### config.mk
export PLATFORM = sky130hd
export DESIGN_NAME = umlps_top
export DESIGN_NICKNAME = d
export VERILOG_FILES = /design/src/hw/umlps_pkg.sv /design/src/hw/umlps_top.sv
export VERILOG_INCLUDE_DIRS = /design/src /design/src/hw
export SDC_FILE = /design/constraint.sdc
export NUM_CORES = 1
export LEC_CHECK = 0
export BUFFER_PORTS_ARGS = -buffer_cell sky130_fd_sc_hd__buf_2
export CORE_MARGIN = 3
export CORE_UTILIZATION = 31
export CTS_CLUSTER_SIZE = 20
export DETAILED_ROUTE_END_ITERATION = 10
export PLACE_DENSITY = 0.55
export SYNTH_ARGS = -nofsm -noshare
export SYNTH_HDL_FRONTEND = slang
export SYNTH_SLANG_ARGS = --single-unit
### constraint.sdc
create_clock -name hclk -period 2.8 [get_ports hclk]
set_clock_uncertainty 0.1 [all_clocks]
set_input_delay 0.56 -clock hclk [delete_from_list [all_inputs] [get_ports hclk]]
set_output_delay 0.56 -clock hclk [all_outputs]
set_load 0.02 [all_outputs]
### src/hw/umlps_regs.svh
// register map, bit positions and reset values of the modem-line block
`ifndef UMLPS_REGS_SVH
`define UMLPS_REGS_SVH

// register byte offsets on the bus
`define UMLPS_P1_STAT_OFS    8'h00
`define UMLPS_P1_CTL_OFS     8'h04
`define UMLPS_P1_IER_OFS     8'h08
`define UMLPS_P2_STAT_OFS    8'h0c
`define UMLPS_P2_CTL_OFS     8'h10
`define UMLPS_P2_IER_OFS     8'h14
`define UMLPS_SBCFG_OFS      8'h18
`define UMLPS_GP4_CTL_OFS    8'h1c
`define UMLPS_GP4_IN_OFS     8'h20
`define UMLPS_ADDR_W         8

// synchroniser lanes: per port cts, dsr, ri, dcd, then rxd2 and dtr1
`define UMLPS_SYNC_W         10
`define UMLPS_P1_LO          0
`define UMLPS_P2_LO          4
`define UMLPS_RXD2           8
`define UMLPS_DTR1_IN        9

// modem control register fields
`define UMLPS_CTL_DTR        0
`define UMLPS_CTL_RTS        1
`define UMLPS_CTL_LOOP       4
`define UMLPS_CTL_W          5
// interrupt enable: modem-status enable bit
`define UMLPS_IER_MSI        3
`define UMLPS_IER_W          4
// chipset configuration: pin-for-timer select
`define UMLPS_CHIP_PWM       2
`define UMLPS_CHIP_W         8

// general-purpose port four bit numbers of the first port's pins
`define UMLPS_GP_DCD         0
`define UMLPS_GP_RI          3
`define UMLPS_GP_DTR         5
`define UMLPS_GP_DSR         6
`define UMLPS_GP_CTS         7
`define UMLPS_GP_W           8
// control word: select [7:0], direction [15:8], output data [23:16]
`define UMLPS_GP_SEL_LO      0
`define UMLPS_GP_DIR_LO      8
`define UMLPS_GP_OUT_LO      16

// reset values
`define UMLPS_RST_CTL        5'h00
`define UMLPS_RST_IER        4'h0
`define UMLPS_RST_CHIP       8'h00
`define UMLPS_RST_GP         8'h00
`define UMLPS_RST_SYNC       10'h3ff

// bus encodings
`define UMLPS_HTRANS_NSEQ    1'b1
`define UMLPS_HSIZE_WORD     3'h2

`endif

### src/hw/umlps_pkg.sv
// types shared by the modem-line block
`default_nettype none
`include "umlps_regs.svh"
package umlps_pkg;
	typedef enum logic [1:0] {
		UMLPS_BUS_IDLE  = 2'b00,
		UMLPS_BUS_WRITE = 2'b01,
		UMLPS_BUS_READ  = 2'b10
	} umlps_bus_e;

	typedef struct packed {
		logic [`UMLPS_SYNC_W-1:0] s1;
		logic [`UMLPS_SYNC_W-1:0] s2;
		logic [`UMLPS_SYNC_W-1:0] s3;
		logic [3:0]               dlt1;
		logic [3:0]               dlt2;
		logic                     chg1;
		logic                     chg2;
		logic [`UMLPS_CTL_W-1:0]  ctl1;
		logic [`UMLPS_CTL_W-1:0]  ctl2;
		logic [`UMLPS_IER_W-1:0]  ier1;
		logic [`UMLPS_IER_W-1:0]  ier2;
		logic [`UMLPS_CHIP_W-1:0] sbcfg;
		logic [`UMLPS_GP_W-1:0]   gp_sel;
		logic [`UMLPS_GP_W-1:0]   gp_dir;
		logic [`UMLPS_GP_W-1:0]   gp_out;
		umlps_bus_e               bus;
		logic [`UMLPS_ADDR_W-1:0] addr;
		logic                     ready;
		logic [31:0]              rdata;
		logic [3:0]               p1_o;
		logic [3:0]               p1_oe_n;
		logic                     dtr1_o;
		logic                     dtr1_oe_n;
		logic                     tx_act1;
		logic                     tx_act2;
		logic                     txd2;
		logic                     rts1_n;
		logic                     rts2_pin;
		logic                     dtr2_n;
		logic                     rxd2;
		logic                     t2_clk;
		logic                     t0_clk;
		logic                     t1_gate;
		logic                     t0_gate;
		logic                     msi1;
		logic                     msi2;
	} umlps_state_s;
endpackage
`default_nettype wire

### src/hw/umlps_top.sv
// modem handshake lines of two serial ports with timer pin sharing
`default_nettype none
`include "umlps_regs.svh"
module umlps_top
	import umlps_pkg::*;
(
	input  wire logic        hclk,
	input  wire logic        hresetn,
	input  wire logic        ce,
	// bus slave
	input  wire logic        hsel,
	input  wire logic [31:0] haddr,
	input  wire logic [1:0]  htrans,
	input  wire logic        hwrite,
	input  wire logic [2:0]  hsize,
	input  wire logic [31:0] hwdata,
	input  wire logic        hready,
	output logic      [31:0] hrdata,
	output logic             hreadyout,
	output logic             hresp,
	// first port pins; cts, dsr, ri, dcd and dtr two-way for general-purpose use
	input  wire logic        cts1_n_i,
	input  wire logic        dsr1_n_i,
	input  wire logic        ri1_n_i,
	input  wire logic        dcd1_n_i,
	input  wire logic        dtr1_n_i,
	output logic             cts1_n_o,
	output logic             dsr1_n_o,
	output logic             ri1_n_o,
	output logic             dcd1_n_o,
	output logic             dtr1_n_o,
	output logic             cts1_oe_n,
	output logic             dsr1_oe_n,
	output logic             ri1_oe_n,
	output logic             dcd1_oe_n,
	output logic             dtr1_oe_n,
	output logic             rts1_n,
	output logic             port1_tx_active,
	// second port pins
	input  wire logic        cts2_n_i,
	input  wire logic        dsr2_n_i,
	input  wire logic        ri2_n_i,
	input  wire logic        dcd2_n_i,
	input  wire logic        rxd2_i,
	output logic             txd2_o,
	output logic             rts2_n,
	output logic             dtr2_n,
	output logic             port2_tx_active,
	// serial engines on the same clock
	input  wire logic        uart1_tx_busy,
	input  wire logic        uart2_tx_busy,
	input  wire logic        uart2_txd,
	output logic             uart2_rxd,
	output logic             port1_msi,
	output logic             port2_msi,
	// timers on the same clock
	input  wire logic        pwm_t0_output,
	input  wire logic        pwm_t1_output,
	output logic             pwm_t2_ext_clock,
	output logic             pwm_t0_ext_clock,
	output logic             pwm_t1_gate_mask,
	output logic             pwm_t0_gate_mask
);

	umlps_state_s q;
	umlps_state_s d;

	// status byte: inverted pins above the change flags
	function automatic logic [7:0] stat_value(input logic [3:0] pins_n,
		input logic [3:0] flags);
		stat_value = {~pins_n, flags};
	endfunction

	// pin pattern of one port as seen after synchronisation
	function automatic logic [3:0] port_pins(
		input logic [`UMLPS_SYNC_W-1:0] v, input logic hi);
		port_pins = hi ? v[`UMLPS_P2_LO +: 4] : v[`UMLPS_P1_LO +: 4];
	endfunction

	logic [31:0] wr_addr_unused;
	logic        take;
	logic        is_rd_clr1;
	logic        is_rd_clr2;
	logic [3:0]  p1_now;
	logic [3:0]  p1_old;
	logic [3:0]  p2_now;
	logic [3:0]  p2_old;
	logic [7:0]  gp_in;
	logic [31:0] rd_val;
	logic        pwm_mode;
	logic        loop1;
	logic        loop2;

	always_comb begin
		d = q;
		wr_addr_unused = haddr;
		take = hsel & hready & htrans[1] == `UMLPS_HTRANS_NSEQ
			& hsize == `UMLPS_HSIZE_WORD;
		is_rd_clr1 = 1'b0;
		is_rd_clr2 = 1'b0;
		rd_val = 32'h0000_0000;

		// two-flop synchronisers; only s2 onward feeds logic
		d.s1 = {dtr1_n_i, rxd2_i, dcd2_n_i, ri2_n_i, dsr2_n_i, cts2_n_i,
			dcd1_n_i, ri1_n_i, dsr1_n_i, cts1_n_i};
		d.s2 = q.s1;
		d.s3 = q.s2;
		p1_now = port_pins(q.s2, 1'b0);
		p1_old = port_pins(q.s3, 1'b0);
		p2_now = port_pins(q.s2, 1'b1);
		p2_old = port_pins(q.s3, 1'b1);

		// general-purpose view of the first port's pins
		gp_in = 8'h00;
		gp_in[`UMLPS_GP_DCD] = q.s2[`UMLPS_P1_LO + 3];
		gp_in[`UMLPS_GP_RI]  = q.s2[`UMLPS_P1_LO + 2];
		gp_in[`UMLPS_GP_DTR] = q.s2[`UMLPS_DTR1_IN];
		gp_in[`UMLPS_GP_DSR] = q.s2[`UMLPS_P1_LO + 1];
		gp_in[`UMLPS_GP_CTS] = q.s2[`UMLPS_P1_LO];

		// read mux, evaluated one cycle after the address phase
		case (q.addr)
			`UMLPS_P1_STAT_OFS: begin
				rd_val = {24'h000000, stat_value(p1_now, q.dlt1)};
				is_rd_clr1 = 1'b1;
			end
			`UMLPS_P1_CTL_OFS: rd_val = {27'h0000000, q.ctl1};
			`UMLPS_P1_IER_OFS: rd_val = {28'h0000000, q.ier1};
			`UMLPS_P2_STAT_OFS: begin
				rd_val = {24'h000000, stat_value(p2_now, q.dlt2)};
				is_rd_clr2 = 1'b1;
			end
			`UMLPS_P2_CTL_OFS: rd_val = {27'h0000000, q.ctl2};
			`UMLPS_P2_IER_OFS: rd_val = {28'h0000000, q.ier2};
			`UMLPS_SBCFG_OFS:  rd_val = {24'h000000, q.sbcfg};
			`UMLPS_GP4_CTL_OFS: rd_val = {8'h00, q.gp_out, q.gp_dir,
				q.gp_sel};
			`UMLPS_GP4_IN_OFS: rd_val = {24'h000000, gp_in};
			default:           rd_val = 32'h0000_0000;
		endcase

		// bus phases: writes finish at once, reads take one wait state
		d.ready = 1'b1;
		case (q.bus)
			UMLPS_BUS_IDLE: begin
			end
			UMLPS_BUS_WRITE: begin
				case (q.addr)
					`UMLPS_P1_CTL_OFS: d.ctl1 = hwdata[`UMLPS_CTL_W-1:0];
					`UMLPS_P1_IER_OFS: d.ier1 = hwdata[`UMLPS_IER_W-1:0];
					`UMLPS_P2_CTL_OFS: d.ctl2 = hwdata[`UMLPS_CTL_W-1:0];
					`UMLPS_P2_IER_OFS: d.ier2 = hwdata[`UMLPS_IER_W-1:0];
					`UMLPS_SBCFG_OFS:  d.sbcfg = hwdata[`UMLPS_CHIP_W-1:0];
					`UMLPS_GP4_CTL_OFS: begin
						d.gp_sel = hwdata[`UMLPS_GP_SEL_LO +: `UMLPS_GP_W];
						d.gp_dir = hwdata[`UMLPS_GP_DIR_LO +: `UMLPS_GP_W];
						d.gp_out = hwdata[`UMLPS_GP_OUT_LO +: `UMLPS_GP_W];
					end
					default: begin
					end
				endcase
			end
			UMLPS_BUS_READ: begin
				if (!q.ready) begin
					d.rdata = rd_val;
				end
			end
			default: begin
			end
		endcase
		// a read in its wait cycle is the only time ready is low
		if (q.bus == UMLPS_BUS_READ && !q.ready) begin
			d.bus = UMLPS_BUS_IDLE;
		end else if (take) begin
			d.addr = wr_addr_unused[`UMLPS_ADDR_W-1:0];
			d.bus = hwrite ? UMLPS_BUS_WRITE : UMLPS_BUS_READ;
			d.ready = hwrite;
		end else begin
			d.bus = UMLPS_BUS_IDLE;
		end
		// the clear happens on the cycle the status word is captured
		if (!(q.bus == UMLPS_BUS_READ && !q.ready)) begin
			is_rd_clr1 = 1'b0;
			is_rd_clr2 = 1'b0;
		end

		// change flags: a fresh rise wins over the read clear
		d.dlt1 = (q.dlt1 & ~{4{is_rd_clr1}}) | (p1_now & ~p1_old);
		d.dlt2 = (q.dlt2 & ~{4{is_rd_clr2}}) | (p2_now & ~p2_old);
		// any edge of any input holds the modem interrupt until read
		d.chg1 = (q.chg1 & ~is_rd_clr1) | (|(p1_now ^ p1_old));
		d.chg2 = (q.chg2 & ~is_rd_clr2) | (|(p2_now ^ p2_old));
		d.msi1 = q.chg1 & q.ier1[`UMLPS_IER_MSI];
		d.msi2 = q.chg2 & q.ier2[`UMLPS_IER_MSI];

		// handshake outputs, held inactive in loopback
		loop1 = q.ctl1[`UMLPS_CTL_LOOP];
		loop2 = q.ctl2[`UMLPS_CTL_LOOP];
		d.rts1_n = ~(q.ctl1[`UMLPS_CTL_RTS] & ~loop1);
		d.dtr2_n = ~(q.ctl2[`UMLPS_CTL_DTR] & ~loop2);

		// first port pins: modem role unless general-purpose selected
		d.p1_oe_n = 4'hf;
		d.p1_o = 4'hf;
		if (q.gp_sel[`UMLPS_GP_CTS]) begin
			d.p1_o[0] = q.gp_out[`UMLPS_GP_CTS];
			d.p1_oe_n[0] = ~q.gp_dir[`UMLPS_GP_CTS];
		end
		if (q.gp_sel[`UMLPS_GP_DSR]) begin
			d.p1_o[1] = q.gp_out[`UMLPS_GP_DSR];
			d.p1_oe_n[1] = ~q.gp_dir[`UMLPS_GP_DSR];
		end
		if (q.gp_sel[`UMLPS_GP_RI]) begin
			d.p1_o[2] = q.gp_out[`UMLPS_GP_RI];
			d.p1_oe_n[2] = ~q.gp_dir[`UMLPS_GP_RI];
		end
		if (q.gp_sel[`UMLPS_GP_DCD]) begin
			d.p1_o[3] = q.gp_out[`UMLPS_GP_DCD];
			d.p1_oe_n[3] = ~q.gp_dir[`UMLPS_GP_DCD];
		end
		if (q.gp_sel[`UMLPS_GP_DTR]) begin
			d.dtr1_o = q.gp_out[`UMLPS_GP_DTR];
			d.dtr1_oe_n = ~q.gp_dir[`UMLPS_GP_DTR];
		end else begin
			d.dtr1_o = ~(q.ctl1[`UMLPS_CTL_DTR] & ~loop1);
			d.dtr1_oe_n = 1'b0;
		end

		// activity indicators follow the transmitters one cycle later, through the state register
		d.tx_act1 = uart1_tx_busy;
		d.tx_act2 = uart2_tx_busy;

		// second port sharing with the timers
		pwm_mode = q.sbcfg[`UMLPS_CHIP_PWM];
		// transmit data passes regardless of clear-to-send
		d.txd2 = pwm_mode ? pwm_t0_output : uart2_txd;
		d.rts2_pin = pwm_mode ? pwm_t1_output
			: ~(q.ctl2[`UMLPS_CTL_RTS] & ~loop2);
		d.rxd2 = q.s2[`UMLPS_RXD2];
		// timer inputs idle low while the pins serve the port
		d.t2_clk = pwm_mode & q.s2[`UMLPS_RXD2];
		d.t0_clk = pwm_mode & q.s2[`UMLPS_P2_LO + 3];
		d.t1_gate = pwm_mode & q.s2[`UMLPS_P2_LO];
		d.t0_gate = pwm_mode & q.s2[`UMLPS_P2_LO + 1];
	end

	// one register for the whole state; ce freezes everything
	always_ff @(posedge hclk or negedge hresetn) begin
		if (!hresetn) begin
			q <= '0;
			q.s1 <= `UMLPS_RST_SYNC;
			q.s2 <= `UMLPS_RST_SYNC;
			q.s3 <= `UMLPS_RST_SYNC;
			q.ctl1 <= `UMLPS_RST_CTL;
			q.ctl2 <= `UMLPS_RST_CTL;
			q.ier1 <= `UMLPS_RST_IER;
			q.ier2 <= `UMLPS_RST_IER;
			q.sbcfg <= `UMLPS_RST_CHIP;
			q.gp_sel <= `UMLPS_RST_GP;
			q.gp_dir <= `UMLPS_RST_GP;
			q.gp_out <= `UMLPS_RST_GP;
			q.bus <= UMLPS_BUS_IDLE;
			q.ready <= 1'b1;
			q.p1_o <= 4'hf;
			q.p1_oe_n <= 4'hf;
			q.dtr1_o <= 1'b1;
			q.rts1_n <= 1'b1;
			q.rts2_pin <= 1'b1;
			q.dtr2_n <= 1'b1;
			q.txd2 <= 1'b1;
			q.rxd2 <= 1'b1;
		end else if (ce) begin
			q <= d;
		end
	end

	// every output except hresp, which is tied to zero, comes straight from the state register
	assign hrdata           = q.rdata;
	assign hreadyout        = q.ready;
	assign hresp            = 1'b0;
	assign cts1_n_o         = q.p1_o[0];
	assign dsr1_n_o         = q.p1_o[1];
	assign ri1_n_o          = q.p1_o[2];
	assign dcd1_n_o         = q.p1_o[3];
	assign dtr1_n_o         = q.dtr1_o;
	assign cts1_oe_n        = q.p1_oe_n[0];
	assign dsr1_oe_n        = q.p1_oe_n[1];
	assign ri1_oe_n         = q.p1_oe_n[2];
	assign dcd1_oe_n        = q.p1_oe_n[3];
	assign dtr1_oe_n        = q.dtr1_oe_n;
	assign rts1_n           = q.rts1_n;
	assign port1_tx_active  = q.tx_act1;
	assign txd2_o           = q.txd2;
	assign rts2_n           = q.rts2_pin;
	assign dtr2_n           = q.dtr2_n;
	assign port2_tx_active  = q.tx_act2;
	assign uart2_rxd        = q.rxd2;
	assign port1_msi        = q.msi1;
	assign port2_msi        = q.msi2;
	assign pwm_t2_ext_clock = q.t2_clk;
	assign pwm_t0_ext_clock = q.t0_clk;
	assign pwm_t1_gate_mask = q.t1_gate;
	assign pwm_t0_gate_mask = q.t0_gate;

endmodule
`default_nettype wire

=== Yosys cells after proc, flatten, opt, wreduce, memory -nomap -nowiden ===
Cells that the tools add are included.

* Equal/unequal tests: 11
* Reductions and logical operators: 13
* Multiplexer cells: 21
* Bitwise logic cells: 46

{| class="wikitable"
|+ Operator list
! cell !! number
|-
| 24-bit case mux with 9 select lines || 1
|-
| 8-bit by 5-bit equality test with 1-bit output, second input constant || 4
|-
| 4-bit NOT || 6
|-
| 3-bit AND reduction || 8
|-
| 4-bit AND || 4
|-
| 8-bit by 4-bit equality test with 1-bit output, second input constant || 2
|-
| 1-bit 2-to-1 mux || 16
|-
| 1-bit AND || 15
|-
| 1-bit NOT || 15
|-
| 8-bit by 3-bit equality test with 1-bit output, second input constant || 1
|-
| 8-bit by 6-bit equality test with 1-bit output, second input constant || 1
|-
| 8-bit logical NOT || 1
|-
| 2-bit 2-to-1 mux || 4
|-
| 4-bit bitwise OR || 2
|-
| 4-bit OR reduction || 2
|-
| 4-bit XOR || 2
|-
| 3-bit by 2-bit equality test with 1-bit output, second input constant || 1
|-
| 2-bit by 1-bit equality test with 1-bit output, second input constant || 1
|-
| 2-bit equality test, second input constant || 1
|-
| 1-bit bitwise OR || 2
|-
| 1-bit logical AND || 1
|-
| 1-bit logical NOT || 1
|}

* Logic and storage cells: 127
* Bits in registers: 154
* Input port bits: 90

=== Longest topological paths before layout ===
* Depth after elaboration: 6
* Gate-level depth with buffers: 7
* Mapped depth without buffers: 5

=== Worst setup path after synthesis ===
OpenSTA, ideal clock, no wires.

* Path kind: flip-flop to flip-flop
* Start: reg q[57] in the netlist's numbering
* End: reg q[102] in the netlist's numbering
* Arrival time: 1850 ps
* Path buffers: 2
* Period minus slack after synthesis: 2075 ps
* Stages on the path, launching flop included: 7
* Setup slack: 725 ps
* Data required time: 2575 ps
* Cells stage by stage: dfrtp_1 > or2_1 > buf_2 > or2_1 > or4_4 > buf_6 > mux2_4

* Longest elaborated chain between the ends: 2

{| class="wikitable"
|+ RTL lines
! what !! RTL line !! RTL
|-
| from (decl) || umlps_top.sv:65 || <nowiki>umlps_state_s q;</nowiki>
|-
| 8-bit by 4-bit equality test with 1-bit output || umlps_top.sv:148 || <nowiki>case (q.addr)</nowiki>
|-
| 3-bit AND reduction (no source line) || -- ||
|}

No other way between the ends.
A chain may end at the register's enable or synchronous reset.

=== Worst setup path in the final report ===
* Start: reg q[61] in the netlist's numbering
* End: reg q[81] in the netlist's numbering

* Longest elaborated chain between the ends: 2

{| class="wikitable"
|+ RTL lines
! what !! RTL line
|-
| 8-bit by 5-bit equality test with 1-bit output || umlps_top.sv:148
|-
| 3-bit AND reduction (no source line) || --
|}

No other way between the ends.

==> results.json <==
{
  "routed_wl_um": 14870,
  "fin_nets": 705,
  "grt_pass1_wl_um": 23620,
  "antennaDiodeCount": 0,
  "ctsHoldBuffers": 0,
  "ir_drop_uv": 432.7,
  "path_class": "reg2reg",
  "start_util_pct": 31.80,
  "clk_pin_slew_worst_paths_ps": 70,
  "hold_viol": 0,
  "syn_area_per_cell_um2": 12.40,
  "rsz0062_at_grt": "no",
  "utilization_pct": 37.79,
  "wl_met3_um": 851,
  "synth_cell_types": 46,
  "ant_nets": 0,
  "drc": 0,
  "tightest_slew_ps": 788.2,
  "cts_tree": "built",
  "arrival_ps": 2600,
  "vias_per_cell": 4.782,
  "max_stage_delay_ps": 500,
  "min_period_ps": 2401,
  "top_layer": "met5",
  "place_congestion": 0.8914,
  "critPathSlowestCell": "dfrtp_1",
  "path_cells": "nor3_1 > nand2_1 > nor2_1 > nand2_1 > buf_4 > mux2_2",
  "synth-edff-count": 0,
  "maxCapViolations": 0,
  "clock_path_buffers": 2,
  "io_buffers": 104,
  "clkLatencyLatePin_ps": 420,
  "cp.required_ps": 3000,
  "fill_cells": 2029,
  "clockRootBuffer": "clkbuf_16",
  "cts.sinks": 146,
  "crit_fanout": 21,
  "hp-class": "in2async",
  "fmaxAchievable_ghz": 0.4166,
  "cp_common_cell": "nand2_1",
  "netlist_instances": 524,
  "yosysWarnings": 0,
  "ios": 147,
  "final_area_um2": 7721,
  "grt_overflow_total": 0,
  "place_area_um2": 7139,
  "cts_setup_buffers": 0,
  "rows": 52,
  "antenna_found_initial": 1,
  "synthArstFlopShare_pct": 100.0,
  "synthFlopType": "dfrtp_1",
  "period_share_pct": 85.74,
  "tns_ps": 0,
  "place_hpwl_um": 10610,
  "drtPass1Iterations": 4,
  "wl_met1_um": 6825,
  "report.final.slew_viol_count": 0,
  "ys_seq_area_share_pct": 57.06,
  "die_area_um2": 22730,
  "fp.dieH_um": 150.8,
  "start_kind": "flop",
  "syn2layout_area_growth_pct": 18.83,
  "coreArea_um2": 20430,
  "grt_max_degree": 78,
  "met2_length_um": 6990,
  "numCtsBuffers": 17,
  "pre_cts_ws_ps": 428.3,
  "num_vias": 4256,
  "end_kind": "flop",
  "status": "finished, final reports clean",
  "routedWlPerCell_um": 16.70,
  "hold_slack_ps": 6.867,
  "synth_seq_cells": 146,
  "finalSetupViolCount": 0,
  "die_x_um": 150.8,
  "cts_resized": 0,
  "drt_iter0_markers": 234,
  "powerDensity_nw_per_um2": 653.3,
  "relSlewSlack_pct": 47.45,
  "htreeDepth": 4,
  "syn_area_um2": 6497,
  "grt_usage_pct": 13.60,
  "power_leakage_nw": 3.617,
  "layout_setup_ws_ps": 399.4,
  "drive_above_1_share_pct": 45.65,
  "grt_pass1_vias": 4357
}
==> registers in the layout, indices dropped and copies added, names as in the netlist, 4 cells and up <==
register,cells
q,67
d,20
hrdata,24
p2_old,4
p1_old,4
==> area by class of cell <==
type,instances,area (um2),share of cell area (%)
clock buffers,18,429.2,5.558
repair buffers,116,631.9,8.183
well taps,270,337.8,4.375
inverters,27,101.3,1.313
flip-flops and latches,146,3707,48.01
multi-input cells,299,2361,30.58
clock inverters,14,152.6,1.977
==> routing by layer <==
layer  track usage (%)  vias to the layer above
met5                 0                        -
met4             4.578                        2
met3             4.129                       21
met2             20.96                      130
met1             18.32                     2100
li1                  -                     2003
==> through the flow <==
step | power, mW | std cells
after floorplan | 2.644 | 532
after global placement | 2.831 | 858
after detailed placement | 2.842 | 858
after CTS | 5.117 | 890
after global routing | 5.283 | 890
final | 5.044 | 890
==> report_power, final <==
part / internal (mW) / switching, mW / total [mW]
Sequential: 2.24 / 0.0934 / 2.33
Clock: 1.32 / 0.919 / 2.24
Combinational: 0.196 / 0.273 / 0.469
==> cells in the mapped netlist, types with 3 or more instances <==
library cell  number  area share [%]
nor2_1            23             1.3
o21ai_0           25             1.9
a22o_1            30             4.0
ha_1               8             1.5
nand2_1           27             1.6
nand4_1            4            0.39
nor3_1             4            0.31
mux2_2            84              15
a22oi_1            4            0.46
a21oi_1            9            0.69
buf_2              5            0.39
dfstp_2           43              17
dfrtp_1          103              40
mux2i_1            7             1.1
a32oi_1            3            0.40
nand3_1           10            0.77
mux2_4             4            0.92
clkbuf_1          20             1.2
a31oi_1           10            0.96
buf_4             33             3.8
inv_1             27             1.6
o22ai_1            7            0.67
==> placed cells by master, fill, tap and decap left out, types with 3 or more instances in the layout <==
cell and count:
a21oi_1 9, a22o_1 30, a22oi_1 4, a31oi_1 10, a32oi_1 3, buf_2 102
buf_4 12, clkbuf_16 17, clkinv_2 3, clkinvlp_4 3, conb_1 9, dfrtp_1 103
dfstp_2 43, ha_1 8, inv_1 27, inv_6 4, mux2_2 84, mux2_4 4
mux2i_1 7, nand2_1 27, nand3_1 10, nand4_1 4, nor2_1 23, nor3_1 3
o21ai_0 25, o22ai_1 7
==> path summary, 6_finish.rpt <==
| kind | start | end | depth (start not counted) | slack, ps |
|---|---|---|---|---|
| setup / recovery | q[61]$_DFFE_PN0P_ | q[81]$_DFFE_PN0P_ | 6 | 400 |
| hold / removal | hresetn | pwm_t2_ext_clock$_DFFE_PN0P_ | 1 | 7 |
| setup reg to reg | q[61]$_DFFE_PN0P_ | q[81]$_DFFE_PN0P_ | 6 | 400 |
| hold reg to reg | q[77]$_DFFE_PN0P_ | ri1_oe_n$_DFFE_PN1P_ | 1 | 340 |
| max in group asynchronous | hresetn | dcd1_oe_n$_DFFE_PN1P_ | 2 | 1850 |
| min in group hclk | hwrite | q[65]$_DFFE_PN0P_ | 2 | 230 |
==> worst max-delay path, delay by kind of cell (launching register included) <==
| family | cells | cell delay [ps] |
|---|---|---|
| buf+inv | 1 | 280 |
| mux | 1 | 310 |
| flops | 1 | 500 |
| simple gates | 4 | 1080 |
==> cell families after synthesis <==
| kind of cell | after synthesis | synth area share, % |
|---|---|---|
| AOI/OAI and AO/OA | 96 | 10.21 |
| adders and majority gates | 8 | 1.541 |
| buffers and inverters | 87 | 7.144 |
| DFF | 146 | 57.06 |
| muxes | 97 | 17.25 |
| other | 1 | 0.05771 |
| and+or+nand+nor | 89 | 6.740 |
No activity file was read; power rests on OpenSTA's default activity.
